`src/adc_serial_pkg.sv`:
```
// constants and types for the converter's serial configuration/readout port
// assumes a single 10 MHz system clock; all link pins are asynchronous
// Functional notes
// A rising convert strobe starts a conversion regardless of readout timing.
// The first 14 shift clock rising edges of an access latch the config word.
// The result leaves on the first 15 falling edges, or 16 in busy mode.
// With readback on, 14 more falling edges return the config word MSB first.
// The host accesses the port only while the convert strobe is low.
// An access in conversion n returns result n-1 and configures n+1.
// The host lowers the strobe after starting a conversion before accessing.
// The host finishes all shift edges inside the safe access window.
// Late digital activity is corrected only before the safe window ends.
// The host keeps pins quiet around the strobe rising edge if it can.
// An access in acquisition n returns n-1 and its write applies to n+1.
// A spanning access is split into two bursts around the strobe pulse.
// The converter powers down at the end of every conversion phase.
// The host writes config and starts busy indication before the window ends.
// The host should gate the shift clock to access bursts only.
// The config word enters MSB first and takes effect at conversion end.
// Two conversions with the config input held high load 0x3FFF.
package adc_serial_pkg;
	localparam int          CFG_W         = 14;
	localparam int          RES_W         = 16;
	localparam int          RES_BITS      = 15;
	localparam int          RES_BITS_BUSY = 16;
	localparam int          CFG_RB_BIT    = 0;
	localparam logic [13:0] CFG_DEFAULT   = 14'h3FFF;
	localparam int          CONV_TIME_NS  = 2200;
	localparam int          DATA_TIME_NS  = 1200;
	localparam int          CLK_PERIOD_NS = 100;
	// longest times round down, never below one cycle
	localparam int CONV_CYC = (CONV_TIME_NS / CLK_PERIOD_NS) < 1 ? 1 :
		(CONV_TIME_NS / CLK_PERIOD_NS);
	localparam int DATA_CYC = (DATA_TIME_NS / CLK_PERIOD_NS) < 1 ? 1 :
		(DATA_TIME_NS / CLK_PERIOD_NS);
	typedef enum logic [1:0] {ST_ACQ, ST_CONV} conv_state_t;
endpackage

```
`src/adc_serial_port.sv`:
```
// serial port of a multichannel converter: strobe, shift clock, config in,
// result out. pins are asynchronous to sys_clk and are sampled by 3 flops;
// the shift clock must stay well below sys_clk/4 for edges to be seen.
`timescale 1ns/1ns
`default_nettype none
module adc_serial_port
	import adc_serial_pkg::*;
#(
	parameter int CONV_CYCLES = CONV_CYC,
	parameter int DATA_CYCLES = DATA_CYC
)(
	input  wire logic                     sys_clk,
	input  wire logic                     reset_n,
	input  wire logic                     convert_strobe,
	input  wire logic                     shift_clk,
	input  wire logic                     config_in,
	input  wire logic [adc_serial_pkg::RES_W-1:0] sample_data,
	input  wire logic                     busy_mode,
	output logic                          serial_result_out,
	output logic                          converting,
	output logic                          powered_down,
	output logic                          safe_window,
	output logic [adc_serial_pkg::CFG_W-1:0] active_config
);
	import adc_serial_pkg::*;

	logic [2:0]          cnv_sy_ff, sck_sy_ff, din_sy_ff;
	logic                cnv_ff, sck_ff, din_ff;
	conv_state_t         state_ff;
	logic [15:0]         cyc_ff;
	logic [CFG_W-1:0]    shift_cfg_ff, pend_cfg_ff, act_cfg_ff, rb_cfg_ff;
	logic                pend_vld_ff;
	logic [4:0]          in_cnt_ff;
	logic [5:0]          out_cnt_ff;
	logic [RES_W-1:0]    result_ff;
	logic [RES_W+CFG_W-1:0] out_sh_ff;
	logic                sdo_ff;
	logic [1:0]          dummy_ff;

	// strobe and shift clock changes accepted once stages 2 and 3 agree; config in takes stage 3 as is; stage 1 feeds stage 2 only
	always_ff @(posedge sys_clk)
	begin
		if (!reset_n)
		begin
			cnv_sy_ff <= 3'h0;
			sck_sy_ff <= 3'h0;
			din_sy_ff <= 3'h0;
			cnv_ff    <= 1'b0;
			sck_ff    <= 1'b0;
			din_ff    <= 1'b0;
		end
		else
		begin
			cnv_sy_ff <= {cnv_sy_ff[1:0], convert_strobe};
			sck_sy_ff <= {sck_sy_ff[1:0], shift_clk};
			din_sy_ff <= {din_sy_ff[1:0], config_in};
			if (cnv_sy_ff[1] == cnv_sy_ff[2])
				cnv_ff <= cnv_sy_ff[2];
			if (sck_sy_ff[1] == sck_sy_ff[2])
				sck_ff <= sck_sy_ff[2];
			din_ff <= din_sy_ff[2];
		end
	end

	logic cnv_rise, sck_rise, sck_fall, conv_end;
	assign cnv_rise = !cnv_ff && (cnv_sy_ff[1] == cnv_sy_ff[2]) && cnv_sy_ff[2];
	assign sck_rise = !sck_ff && (sck_sy_ff[1] == sck_sy_ff[2]) && sck_sy_ff[2];
	assign sck_fall = sck_ff && (sck_sy_ff[1] == sck_sy_ff[2]) && !sck_sy_ff[2];
	assign conv_end = (state_ff == ST_CONV) &&
		(cyc_ff == 16'(CONV_CYCLES - 1));

	// conversion timing; strobe edges during conversion are ignored
	always_ff @(posedge sys_clk)
	begin
		if (!reset_n)
		begin
			state_ff <= ST_ACQ;
			cyc_ff   <= 16'h0000;
		end
		else
		begin
			case (state_ff)
				ST_ACQ:
					if (cnv_rise)
					begin
						state_ff <= ST_CONV;
						cyc_ff   <= 16'h0000;
					end
				ST_CONV:
					if (conv_end)
						state_ff <= ST_ACQ;
					else
						cyc_ff <= cyc_ff + 16'h0001;
				default:
					state_ff <= ST_ACQ;
			endcase
		end
	end

	// an access is bounded by the strobe: high resets the bit counters
	always_ff @(posedge sys_clk)
	begin
		if (!reset_n)
		begin
			in_cnt_ff    <= 5'h00;
			shift_cfg_ff <= 14'h0000;
			pend_cfg_ff  <= CFG_DEFAULT;
			pend_vld_ff  <= 1'b0;
		end
		else
		begin
			// clear first so a word completed in the same cycle stays pending
			if (conv_end)
				pend_vld_ff <= 1'b0;
			if (cnv_ff)
				in_cnt_ff <= 5'h00;
			else if (sck_rise && in_cnt_ff < 5'(CFG_W))
			begin
				shift_cfg_ff <= {shift_cfg_ff[CFG_W-2:0], din_ff};
				in_cnt_ff    <= in_cnt_ff + 5'h01;
				if (in_cnt_ff == 5'(CFG_W - 1))
				begin
					pend_cfg_ff <= {shift_cfg_ff[CFG_W-2:0], din_ff};
					pend_vld_ff <= 1'b1;
				end
			end
		end
	end

	// config and result advance only at conversion end, one access deep
	always_ff @(posedge sys_clk)
	begin
		if (!reset_n)
		begin
			act_cfg_ff <= CFG_DEFAULT;
			rb_cfg_ff  <= CFG_DEFAULT;
			result_ff  <= 16'h0000;
			dummy_ff   <= 2'h0;
		end
		else if (conv_end)
		begin
			result_ff <= sample_data;
			rb_cfg_ff <= act_cfg_ff;
			if (pend_vld_ff)
				act_cfg_ff <= pend_cfg_ff;
			else if (dummy_ff != 2'h2 && din_ff)
				act_cfg_ff <= CFG_DEFAULT;
			if (dummy_ff != 2'h2)
				dummy_ff <= dummy_ff + 2'h1;
		end
	end

	logic       rb_on;
	logic [5:0] out_len;
	assign rb_on   = act_cfg_ff[CFG_RB_BIT] == 1'b0;
	assign out_len = 6'(busy_mode ? RES_BITS_BUSY : RES_BITS) +
		(rb_on ? 6'(CFG_W) : 6'h00);

	// result shifts out on falling edges; first bit shown while strobe is high
	always_ff @(posedge sys_clk)
	begin
		if (!reset_n)
		begin
			out_cnt_ff <= 6'h00;
			out_sh_ff  <= '0;
			sdo_ff     <= 1'b0;
		end
		else if (cnv_ff)
		begin
			out_cnt_ff <= 6'h00;
			out_sh_ff  <= {result_ff, rb_cfg_ff};
			sdo_ff     <= result_ff[RES_W-1];
		end
		// a read not yet begun at conversion end offers the fresh result
		else if (conv_end && in_cnt_ff == 5'h00 && out_cnt_ff == 6'h00)
		begin
			out_sh_ff <= {sample_data, act_cfg_ff};
			sdo_ff    <= sample_data[RES_W-1];
		end
		else if (sck_fall && out_cnt_ff < out_len)
		begin
			out_sh_ff  <= {out_sh_ff[RES_W+CFG_W-2:0], 1'b0};
			sdo_ff     <= out_sh_ff[RES_W+CFG_W-2];
			out_cnt_ff <= out_cnt_ff + 6'h01;
		end
	end

	assign serial_result_out = sdo_ff;
	assign converting        = state_ff == ST_CONV;
	assign powered_down      = state_ff == ST_ACQ;
	assign safe_window       = (state_ff == ST_CONV) &&
		(cyc_ff < 16'(DATA_CYCLES));
	assign active_config     = act_cfg_ff;
endmodule
`default_nettype wire

```
`config.mk`:
```
export PLATFORM = sky130hd
export DESIGN_NAME = adc_serial_port
export DESIGN_NICKNAME = d
export VERILOG_FILES = /design/src/adc_serial_pkg.sv /design/src/adc_serial_port.sv
export SDC_FILE = /design/constraint.sdc
export NUM_CORES = 1
export LEC_CHECK = 0
export BUFFER_PORTS_ARGS = -buffer_cell sky130_fd_sc_hd__buf_4
export CAP_MARGIN = 20
export CORE_UTILIZATION = 55
export DETAILED_ROUTE_END_ITERATION = 12
export PLACE_DENSITY = 0.7
export SLEW_MARGIN = 15
export SYNTH_ARGS = -nofsm -noshare
export SYNTH_HDL_FRONTEND = slang
export SYNTH_SLANG_ARGS = --single-unit
```
`constraint.sdc`:
```
create_clock -name sys_clk -period 2.58 [get_ports sys_clk]
set_input_delay 0.258 -clock sys_clk [delete_from_list [all_inputs] [get_ports sys_clk]]
set_output_delay 0.258 -clock sys_clk [all_outputs]
set_load 0.02 [all_outputs]
```
==> results_dict.tcl, run 1 <==
set metrics [dict create \
    status "finished clean" \
    yosys_warnings 0 \
    n_antenna_cell 0 \
    synth-seq-area-share_pct 46.9 \
    rsz0062_at_grt "yes" \
    antenna_found_initial 0 \
    die_w_um 108 \
    gr-total-overflow 0 \
    die_h_um 108 \
    final_hold_viol_count 0 \
    finish.net_count 756 \
    fin_util_pct 67.5 \
    stdcell_count 871 \
    antenna_left 0 \
    syn_to_final_growth_pct 19.5 \
    first_iter_violations 206 \
    arrival_ns 2.88 \
    syn-num-nets 699 \
    cp_max_fo 14 \
    required_ns 2.98 \
    grt_max_degree 56 \
    power_w 0.00469 \
    worstRegToRegCells 10 \
    hp-start "reset_n" \
    synthCells 661 \
    hold_path_class "in -> reg" \
    clk_latency_ns 0.52 \
    worst_pin_slew_ns 0.839 \
    crit_type "reg -> reg" \
    fillers 885 \
    rows 38 \
    cts-root-buf "clkbuf_8" \
    clk_pin_slew_ns 0.06 \
    yosys.area.top_type_share_pct 46.9 \
    r2r-start "active_config[0]" \
    layout-drive-gt1-share_pct 14.0 \
    cts_tree "yes" \
    holdPathEnd "out_cnt_ff[3]" \
    synth_area_sq_um 6150 \
    routabilityCongestion 0.828 \
    routed_wl_um 12800 \
    min_period_over_period_pct 96.3 \
    maxSlewHeadroom_pct 43.3 \
    dpl.cell_count 819 \
    synthArstFlopShare_pct 0 \
    start_util_pct 56.5 \
    report.final.slew_viol_count 0 \
    max_cap_viol_count 0 \
    synth_top_area_cell "dfxtp_1" \
    grt_use_total_pct 23.6 \
    ys_seq_elements 144 \
    num_vias 4805 \
    clock_sinks 144 \
    post_cts_buffers 0 \
    first_global_vias 4598 \
    drc 0 \
    fmax_ghz 0.403 \
    wl_per_cell_um 14.7 \
    min_path_cells 4 \
    setup_viol 0 \
    coreArea_sq_um 10900 \
    end_kind "register" \
    grt_pass1_wl_um 21400 \
    io_buffer_count 39 \
    synthTopCellsByCount "dfxtp_1 (144), nand2_1 (93), mux2i_1 (58)" \
    synth_cell_type_count 54 \
    vias_per_cell 5.52 \
    htreeDepth 4 \
    p_leak_nw 2.89 \
    timing.hold.ws_ns 0.224 \
    worstSetupStartpointType "register" \
    powerDensity_nw_per_um2 638 \
    dieArea_sq_um 11600 \
    hpwlAfterDp_um 8430 \
    cts-buffers-inserted 17 \
    synth_edf_count 0 \
    ff2ff_setup_slack_ns 0.1 \
    reg2reg_to "out_sh_ff[10]" \
    io_pins 40 \
    post-route-min-period_ns 2.48 \
    postSynthAreaPerCell_sq_um 9.30 \
    ctsLongestPathBuffers 2 \
    synthMostInstantiatedCell "dfxtp_1" \
    first_pass_iters 5 \
    finalClockSkew_ns 0.00842 \
    peakVddDrop_v 0.000592 \
    synth.area.top_cells "dfxtp_1 (47%), mux2i_1 (9.4%), nand2_1 (5.7%)" \
    synth_flop_cell "dfxtp_1" \
]
-- worst max path at each step --
stage / depth (start not counted) / slack [ns] / startpoint / end
final: 10 / 0.1 / active_config[0] / out_sh_ff[10]
after global routing: 10 / -0.05 / active_config[0] / out_sh_ff[8]
after CTS: 10 / 0.1 / active_config[0] / out_sh_ff[14]
after detailed placement: 10 / 0.11 / active_config[0] / out_sh_ff[14]
after global placement: 10 / 0.32 / active_config[0] / out_sh_ff[25]
after floorplan: 11 / 0.15 / active_config[0] / out_sh_ff[15]
-- registers in the layout, indices dropped and copies added, names as in the netlist, 2 cells and up --
register / cells
active_config: 14
cnv_sy_ff: 3
cyc_ff: 16
din_sy_ff: 3
dummy_ff: 2
in_cnt_ff: 5
out_cnt_ff: 6
out_sh_ff: 29
pend_cfg_ff: 14
rb_cfg_ff: 14
result_ff: 16
sck_sy_ff: 3
shift_cfg_ff: 13
-- routing by layer --
metal	up-vias	global-route usage (%)	share of wire (%)	wire length, um
li1	2444	-	-	-
met1	2267	29.1	47	5970
met2	82	39.8	49	6310
met3	12	6.90	3.3	424
met4	0	6.85	0.89	114
met5	-	0	0	0
-- repair_timing --
action / in CTS / in global routing
hold buffers: 19 / 0
setup endpoints to repair: 0 / 11
hold endpoints to repair: 35 / 0
resized for setup: 0 / 1
-- through the flow --
| stage | setup WS, ns | area, sq um | TNS (ns) |
|---|---|---|---|
| final | 0.0967 | 7350 | 0 |
| after global routing | -0.0498 | 7350 | -0.219 |
| after CTS | 0.0959 | 7330 | 0 |
| after detailed placement | 0.113 | 6570 | 0 |
| after global placement | 0.321 | 6570 | 0 |
| after floorplan | 0.154 | 6150 | 0 |
-- worst max-delay path, stage by stage, from the launching register on --
cell	delay, ns
dfxtp_1	0.44
inv_1	0.10
ha_1	0.29
inv_1	0.04
ha_1	0.26
o21ai_0	0.07
a21boi_0	0.26
a21o_1	0.27
buf_4	0.30
mux2i_1	0.25
o21ai_1	0.08
-- layout make-up --
cell class	instances	area [sq um]	area share, %
Timing Repair Buffer	75	618	8.41
Sequential cell	144	2880	39.2
Inverter	14	52.6	0.715
Clock buffer	22	463	6.30
Clock inverter	10	110	1.50
Tap cell	140	175	2.38
Multi-Input combinational cell	466	3050	41.5
-- kinds of logic after synthesis --
family,share of synthesized area [%]
DFF,46.9
adders and majority gates,3.26
AOI/OAI and AO/OA,15.7
xor gates and xnor gates,1.42
muxes,9.44
and+or+nand+nor,19.4
buffers and inverters,3.91
-- placed cells by master, fill, tap and decap left out, types with 18 or more instances in the layout --
master,netlist,routed
nor2_1,48,47
o21ai_0,43,43
mux2i_1,58,58
a21boi_0,22,22
dfxtp_1,144,144
nand3_1,19,19
nor2b_1,18,18
dlygate4sd3_1,0,19
buf_4,1,55
a22oi_1,30,30
nand2_1,93,93
-- report_power, final --
part | internal (W) | total [W] | switching [W]
clock network | 0.00144 | 0.00233 | 0.000884
registers | 0.00223 | 0.00224 | 0.00000446
logic | 0.0000653 | 0.000124 | 0.0000591
total | 0.00374 | 0.00469 | 0.000947
(Power assumes the default switching activity.)
==> run 2: changes to the inputs <==
--- a/config.mk
+++ b/config.mk
@@ -10,6 +10,7 @@
 export CORE_UTILIZATION = 55
 export DETAILED_ROUTE_END_ITERATION = 12
 export PLACE_DENSITY = 0.7
+export RECOVER_POWER = 25
 export SLEW_MARGIN = 15
 export SYNTH_ARGS = -nofsm -noshare
 export SYNTH_HDL_FRONTEND = slang
==> run 2 against run 1 <==
Against the previous run: first-iteration DRC count is 1.5% higher; die area stayed put; clock skew is 0.0031 ns lower; combinational power hardly changed; register-to-register slack hardly changed; utilization is 0.60 points lower; clock power hardly changed; global-route usage stayed put; largest power group unchanged; highest routed layer unchanged.
==> results_dict.tcl, run 2 (synthesis gave the netlist of run 1 again) <==
set metrics [dict create \
    status "finished clean" \
    final_common_cell "dfxtp_1" \
    largest_register_ff_count 29 \
    htreeDepth 4 \
    n_antenna_cell 0 \
    die_w_um 108 \
    clock_sinks 144 \
    syn_to_final_growth_pct 18.5 \
    grt_pass1_wl_um 21400 \
    fmax_ghz 0.403 \
    stdcell_count 871 \
    maxSlewHeadroom_pct 37.8 \
    hpwlAfterDp_um 8430 \
    finalClockSkew_ns 0.00529 \
    clk_pin_slew_ns 0.06 \
    first_global_vias 4598 \
    grt_max_degree 56 \
    clk_latency_ns 0.52 \
    ctsLongestPathBuffers 2 \
    max_cap_viol_count 0 \
    start_util_pct 56.5 \
    report.final.slew_viol_count 0 \
    drc 0 \
    min_period_over_period_pct 96.2 \
    worst_pin_slew_ns 0.933 \
    required_ns 2.98 \
    cts-root-buf "clkbuf_8" \
    hold_path_class "in -> reg" \
    die_h_um 108 \
    post_cts_buffers 0 \
    end_kind "register" \
    coreArea_sq_um 10900 \
    wl_per_cell_um 14.7 \
    antenna_left 0 \
    rows 38 \
    powerDensity_nw_per_um2 643 \
    dpl.cell_count 819 \
    peakVddDrop_v 0.000594 \
    final_hold_viol_count 0 \
    finish.net_count 756 \
    antenna_found_initial 0 \
    top_register "out_sh_ff" \
    layout-drive-gt1-share_pct 11.5 \
    routabilityCongestion 0.828 \
    final_cell_mix "dfxtp_1 (144), nand2_1 (93), mux2i_1 (58)" \
    num_vias 4790 \
    sw_frac_of_total_pct 20.2 \
    combPwrFrac_pct 2.7 \
    p_int_w 0.00374 \
    p_switching_w 0.000944 \
    largestRegisters "out_sh_ff x29, cyc_ff x16, result_ff x16" \
    worstSetupStartpointType "register" \
    rsz0062_at_grt "yes" \
    first_pass_iters 5 \
    arrival_ns 2.88 \
    grt_use_total_pct 23.6 \
    vias_per_cell 5.50 \
    io_pins 40 \
    cp_max_fo 14 \
    cts_tree "yes" \
    p_leak_nw 2.83 \
    post-route-min-period_ns 2.48 \
    routed_wl_um 12800 \
    setup_viol 0 \
    gr-total-overflow 0 \
    dieArea_sq_um 11600 \
    fin_util_pct 66.9 \
    first_iter_violations 209 \
    crit_type "reg -> reg" \
    io_buffer_count 39 \
    cts-buffers-inserted 17 \
    pwr-share-clk_pct 49.6 \
    p_seq_share_pct 47.7 \
]
## run 2: cell count changes in the layout (fill, tap and decap cells not counted), moves of 2 or more
cell,before,now
and2_0,0,3
clkbuf_1,2,18
clkbuf_4,0,2
buf_4,55,37
and2_1,12,9
## run 2: path summary, 6_finish.rpt
path | slack [ns] | end | depth (start not counted) | from
worst max-delay path | 0.1 | out_sh_ff[10] | 10 | active_config[0]
worst min-delay path | 0.23 | out_cnt_ff[3] | 4 | reset_n
worst max register to register | 0.1 | out_sh_ff[10] | 10 | active_config[0]
worst min register to register | 0.43 | din_sy_ff[2] | 1 | din_sy_ff[1]
## run 2: repair_timing
action,4_1_cts,5_1_grt
setup endpoints to repair,0,11
hold endpoints to repair,35,0
hold buffers,19,0
resized for setup,0,1
## run 2: area by class of cell
class	instances	area, sq um
Clock buffer	22	463
Timing Repair Buffer	75	558
Fill cell	905	3600
Sequential cell	144	2880
Multi-Input combinational cell	466	3040
Inverter	14	52.6
Clock inverter	10	110
Tap cell	140	175
## run 2: critical path, cell delays in order (launching register included)
cell and delay, ns:
dfxtp_1 0.44, inv_1 0.10, ha_1 0.29, inv_1 0.04, ha_1 0.26, o21ai_0 0.07
a21boi_0 0.26, a21o_1 0.27, buf_4 0.30, mux2i_1 0.25, o21ai_1 0.08
## run 2: metal layers
metal	wire length, um	share of wire [%]	GRT usage, %	vias to the layer above
met5	0	0	0	-
met4	100	0.78	6.85	0
met3	408	3.2	6.90	10
met2	6260	49	39.8	76
met1	6030	47	29.1	2257
li1	-	-	-	2447
## run 2: through the flow
step | power (W) | area (sq um) | hold WS [ns] | setup WS (ns) | TNS, ns
2_1_floorplan | 0.00234 | 6150 | 0.385 | 0.154 | 0
3_3_place_gp | 0.00238 | 6570 | 0.415 | 0.321 | 0
3_5_place_dp | 0.00239 | 6570 | 0.419 | 0.113 | 0
4_1_cts | 0.00474 | 7330 | 0.196 | 0.0959 | 0
5_1_grt | 0.00486 | 7280 | 0.214 | -0.0498 | -0.219
6_report | 0.00468 | 7280 | 0.229 | 0.0981 | 0
## run 2: power by group through the flow
stage          clock [W]  sequential, W  combinational, W
2_1_floorplan          0        0.00228         0.0000547
3_3_place_gp           0        0.00228         0.0000995
3_5_place_dp           0        0.00228          0.000102
4_1_cts          0.00238        0.00224          0.000125
5_1_grt          0.00249        0.00224          0.000136
6_report         0.00232        0.00224          0.000124
==> run 3: changes to the inputs <==
--- a/config.mk
+++ b/config.mk
@@ -9,6 +9,7 @@
 export CAP_MARGIN = 20
 export CORE_UTILIZATION = 55
 export DETAILED_ROUTE_END_ITERATION = 12
+export GPL_ROUTABILITY_DRIVEN = 1
 export PLACE_DENSITY = 0.7
 export RECOVER_POWER = 25
 export SLEW_MARGIN = 15
==> constraint.sdc (replaced) <==
create_clock -name sys_clk -period 2.78 [get_ports sys_clk]
set_input_delay 0.417 -clock sys_clk [delete_from_list [all_inputs] [get_ports sys_clk]]
set_output_delay 0.417 -clock sys_clk [all_outputs]
set_load 0.02 [all_outputs]
==> run 3 against run 2 <==
Against the previous run: the flow now finishes with violations (max-capacitance violations, max-slew violations); worst hold slack got worse by 0.14 ns; first-iteration DRC count rose by 3.3%; global-route usage increased by 0.20 points; sequential cell count is the same; combinational power shrank 26%; sequential power is 8% lower; via count is 1.4% lower; cell count decreased by 2.8%; critical path type is now reg -> out.
==> results_dict.tcl, run 3 (synthesis gave the netlist of run 1 again) <==
set metrics [dict create \
    cts-root-buf "clkbuf_8" \
    largest_register_ff_count 29 \
    grt_max_degree 50 \
    grt_pass1_wl_um 21600 \
    worst_pin_slew_ns 1.67 \
    worstSetupStartpointType "register" \
    rows 38 \
    maxSlewHeadroom_pct -11.1 \
    final_hold_viol_count 0 \
    clock_sinks 144 \
    p_leak_nw 2.72 \
    top_register "out_sh_ff" \
    required_ns 2.36 \
    dpl.cell_count 815 \
    coreArea_sq_um 10900 \
    clk_latency_ns 0.54 \
    antenna_found_initial 0 \
    fin_util_pct 64.7 \
    report.final.slew_viol_count 50 \
    sw_frac_of_total_pct 21.5 \
    io_pins 40 \
    pwr-share-clk_pct 50.2 \
    arrival_ns 2.16 \
    ctsLongestPathBuffers 2 \
    rsz0062_at_grt "no" \
    io_buffer_count 39 \
    powerDensity_nw_per_um2 619 \
    grt_use_total_pct 23.8 \
    finalClockSkew_ns 0.00988 \
    antenna_left 0 \
    gr-total-overflow 0 \
    peakVddDrop_v 0.000355 \
    crit_type "reg -> out" \
    die_w_um 108 \
    routed_wl_um 12900 \
    p_int_w 0.00342 \
    hpwlAfterDp_um 8450 \
    layout-drive-gt1-share_pct 11.0 \
    cts_resized 0 \
    post-route-min-period_ns 2.58 \
    post_cts_buffers 0 \
    tns_ns 0 \
    dieArea_sq_um 11600 \
    power_w 0.00436 \
    dp_slack_ns 0.277 \
    setup_viol 0 \
    cts_tree "yes" \
    final.setup.worst_slack_ns 0.201 \
    first_iter_violations 216 \
    fmax_ghz 0.388 \
    finish.net_count 732 \
    num_vias 4724 \
    cp_max_fo 6 \
    drc 0 \
    status "finished with violations" \
    n_antenna_cell 0 \
    htreeDepth 4 \
    die_h_um 108 \
    stdcell_count 847 \
    final_common_cell "dfxtp_1" \
    p_seq_share_pct 47.6 \
    routabilityCongestion 0.849 \
    cts-buffers-inserted 17 \
    hold_path_class "in -> reg" \
    wl_per_cell_um 15.3 \
    end_kind "output port" \
    first_global_vias 4525 \
    final_cell_mix "dfxtp_1 (144), nand2_1 (93), mux2i_1 (58)" \
    min_period_over_period_pct 92.8 \
    clk_pin_slew_ns 0.06 \
    fillers 920 \
    start_util_pct 56.5 \
    max_cap_viol_count 1 \
    syn_to_final_growth_pct 14.5 \
    cts_hold_buffers 0 \
    failed_checks "max-capacitance violations, max-slew violations" \
    vias_per_cell 5.58 \
    combPwrFrac_pct 2.1 \
    p_switching_w 0.000935 \
    largestRegisters "out_sh_ff x29, cyc_ff x16, result_ff x16" \
    first_pass_iters 5 \
]
-- run 3: changes by cell type in the layout (fill, tap and decap cells not counted), sizes merged --
cell	change
buf	-5
clkbuf	-1
clkinv	+1
clkinvlp	-2
dlygate4sd3	-19
inv	+2
-- run 3: per-stage QoR --
stage,hold WS (ns),cell area [sq um]
3_3_place_gp,0.413,6540
2_1_floorplan,0.412,6150
3_5_place_dp,0.417,6540
4_1_cts,0.0693,7110
6_report,0.0842,7040
5_1_grt,0.0706,7040
-- run 3: worst max-delay path, stage by stage, from the launching register on --
cell	delay (ns)
dfxtp_1	0.38
nor3_1	0.52
nand3_2	0.26
nor4_1	0.28
buf_4	0.19
-- run 3: per-layer routing --
layer	track usage (%)	part of all wire, %	vias up
met5	0	0	-
met4	9.69	1.8	0
met3	5.08	3.5	21
met2	40.4	48	93
met1	29.2	46	2217
li1	-	-	2393
-- run 3: final timing paths --
kind	start	endpoint	slack, ns	cells after the start
min	config_in	din_sy_ff[0]	0.08	2
min reg2reg	din_sy_ff[2]	din_ff	0.43	1
max	cyc_ff[9]	safe_window	0.20	4
max reg2reg	active_config[0]	out_sh_ff[18]	0.34	10
-- run 3: layout make-up --
| class | count | area [sq um] | share of cell area [%] |
|---|---|---|---|
| multi-input cells | 466 | 3040 | 43.2 |
| inverters | 14 | 52.6 | 0.746 |
| clock buffers | 21 | 439 | 6.24 |
| well taps | 140 | 175 | 2.49 |
| repair buffers | 51 | 315 | 4.48 |
| flip-flops and latches | 144 | 2880 | 40.9 |
| clock inverters | 11 | 133 | 1.88 |
-- run 3: power by group through the flow --
stage / registers [W] / clock network, W / logic, W
2_1_floorplan: 0.00212 / 0 / 0.0000508
3_3_place_gp: 0.00212 / 0 / 0.0000903
3_5_place_dp: 0.00212 / 0 / 0.0000928
4_1_cts: 0.00207 / 0.00222 / 0.0000934
5_1_grt: 0.00207 / 0.00232 / 0.000101
6_report: 0.00207 / 0.00219 / 0.0000921
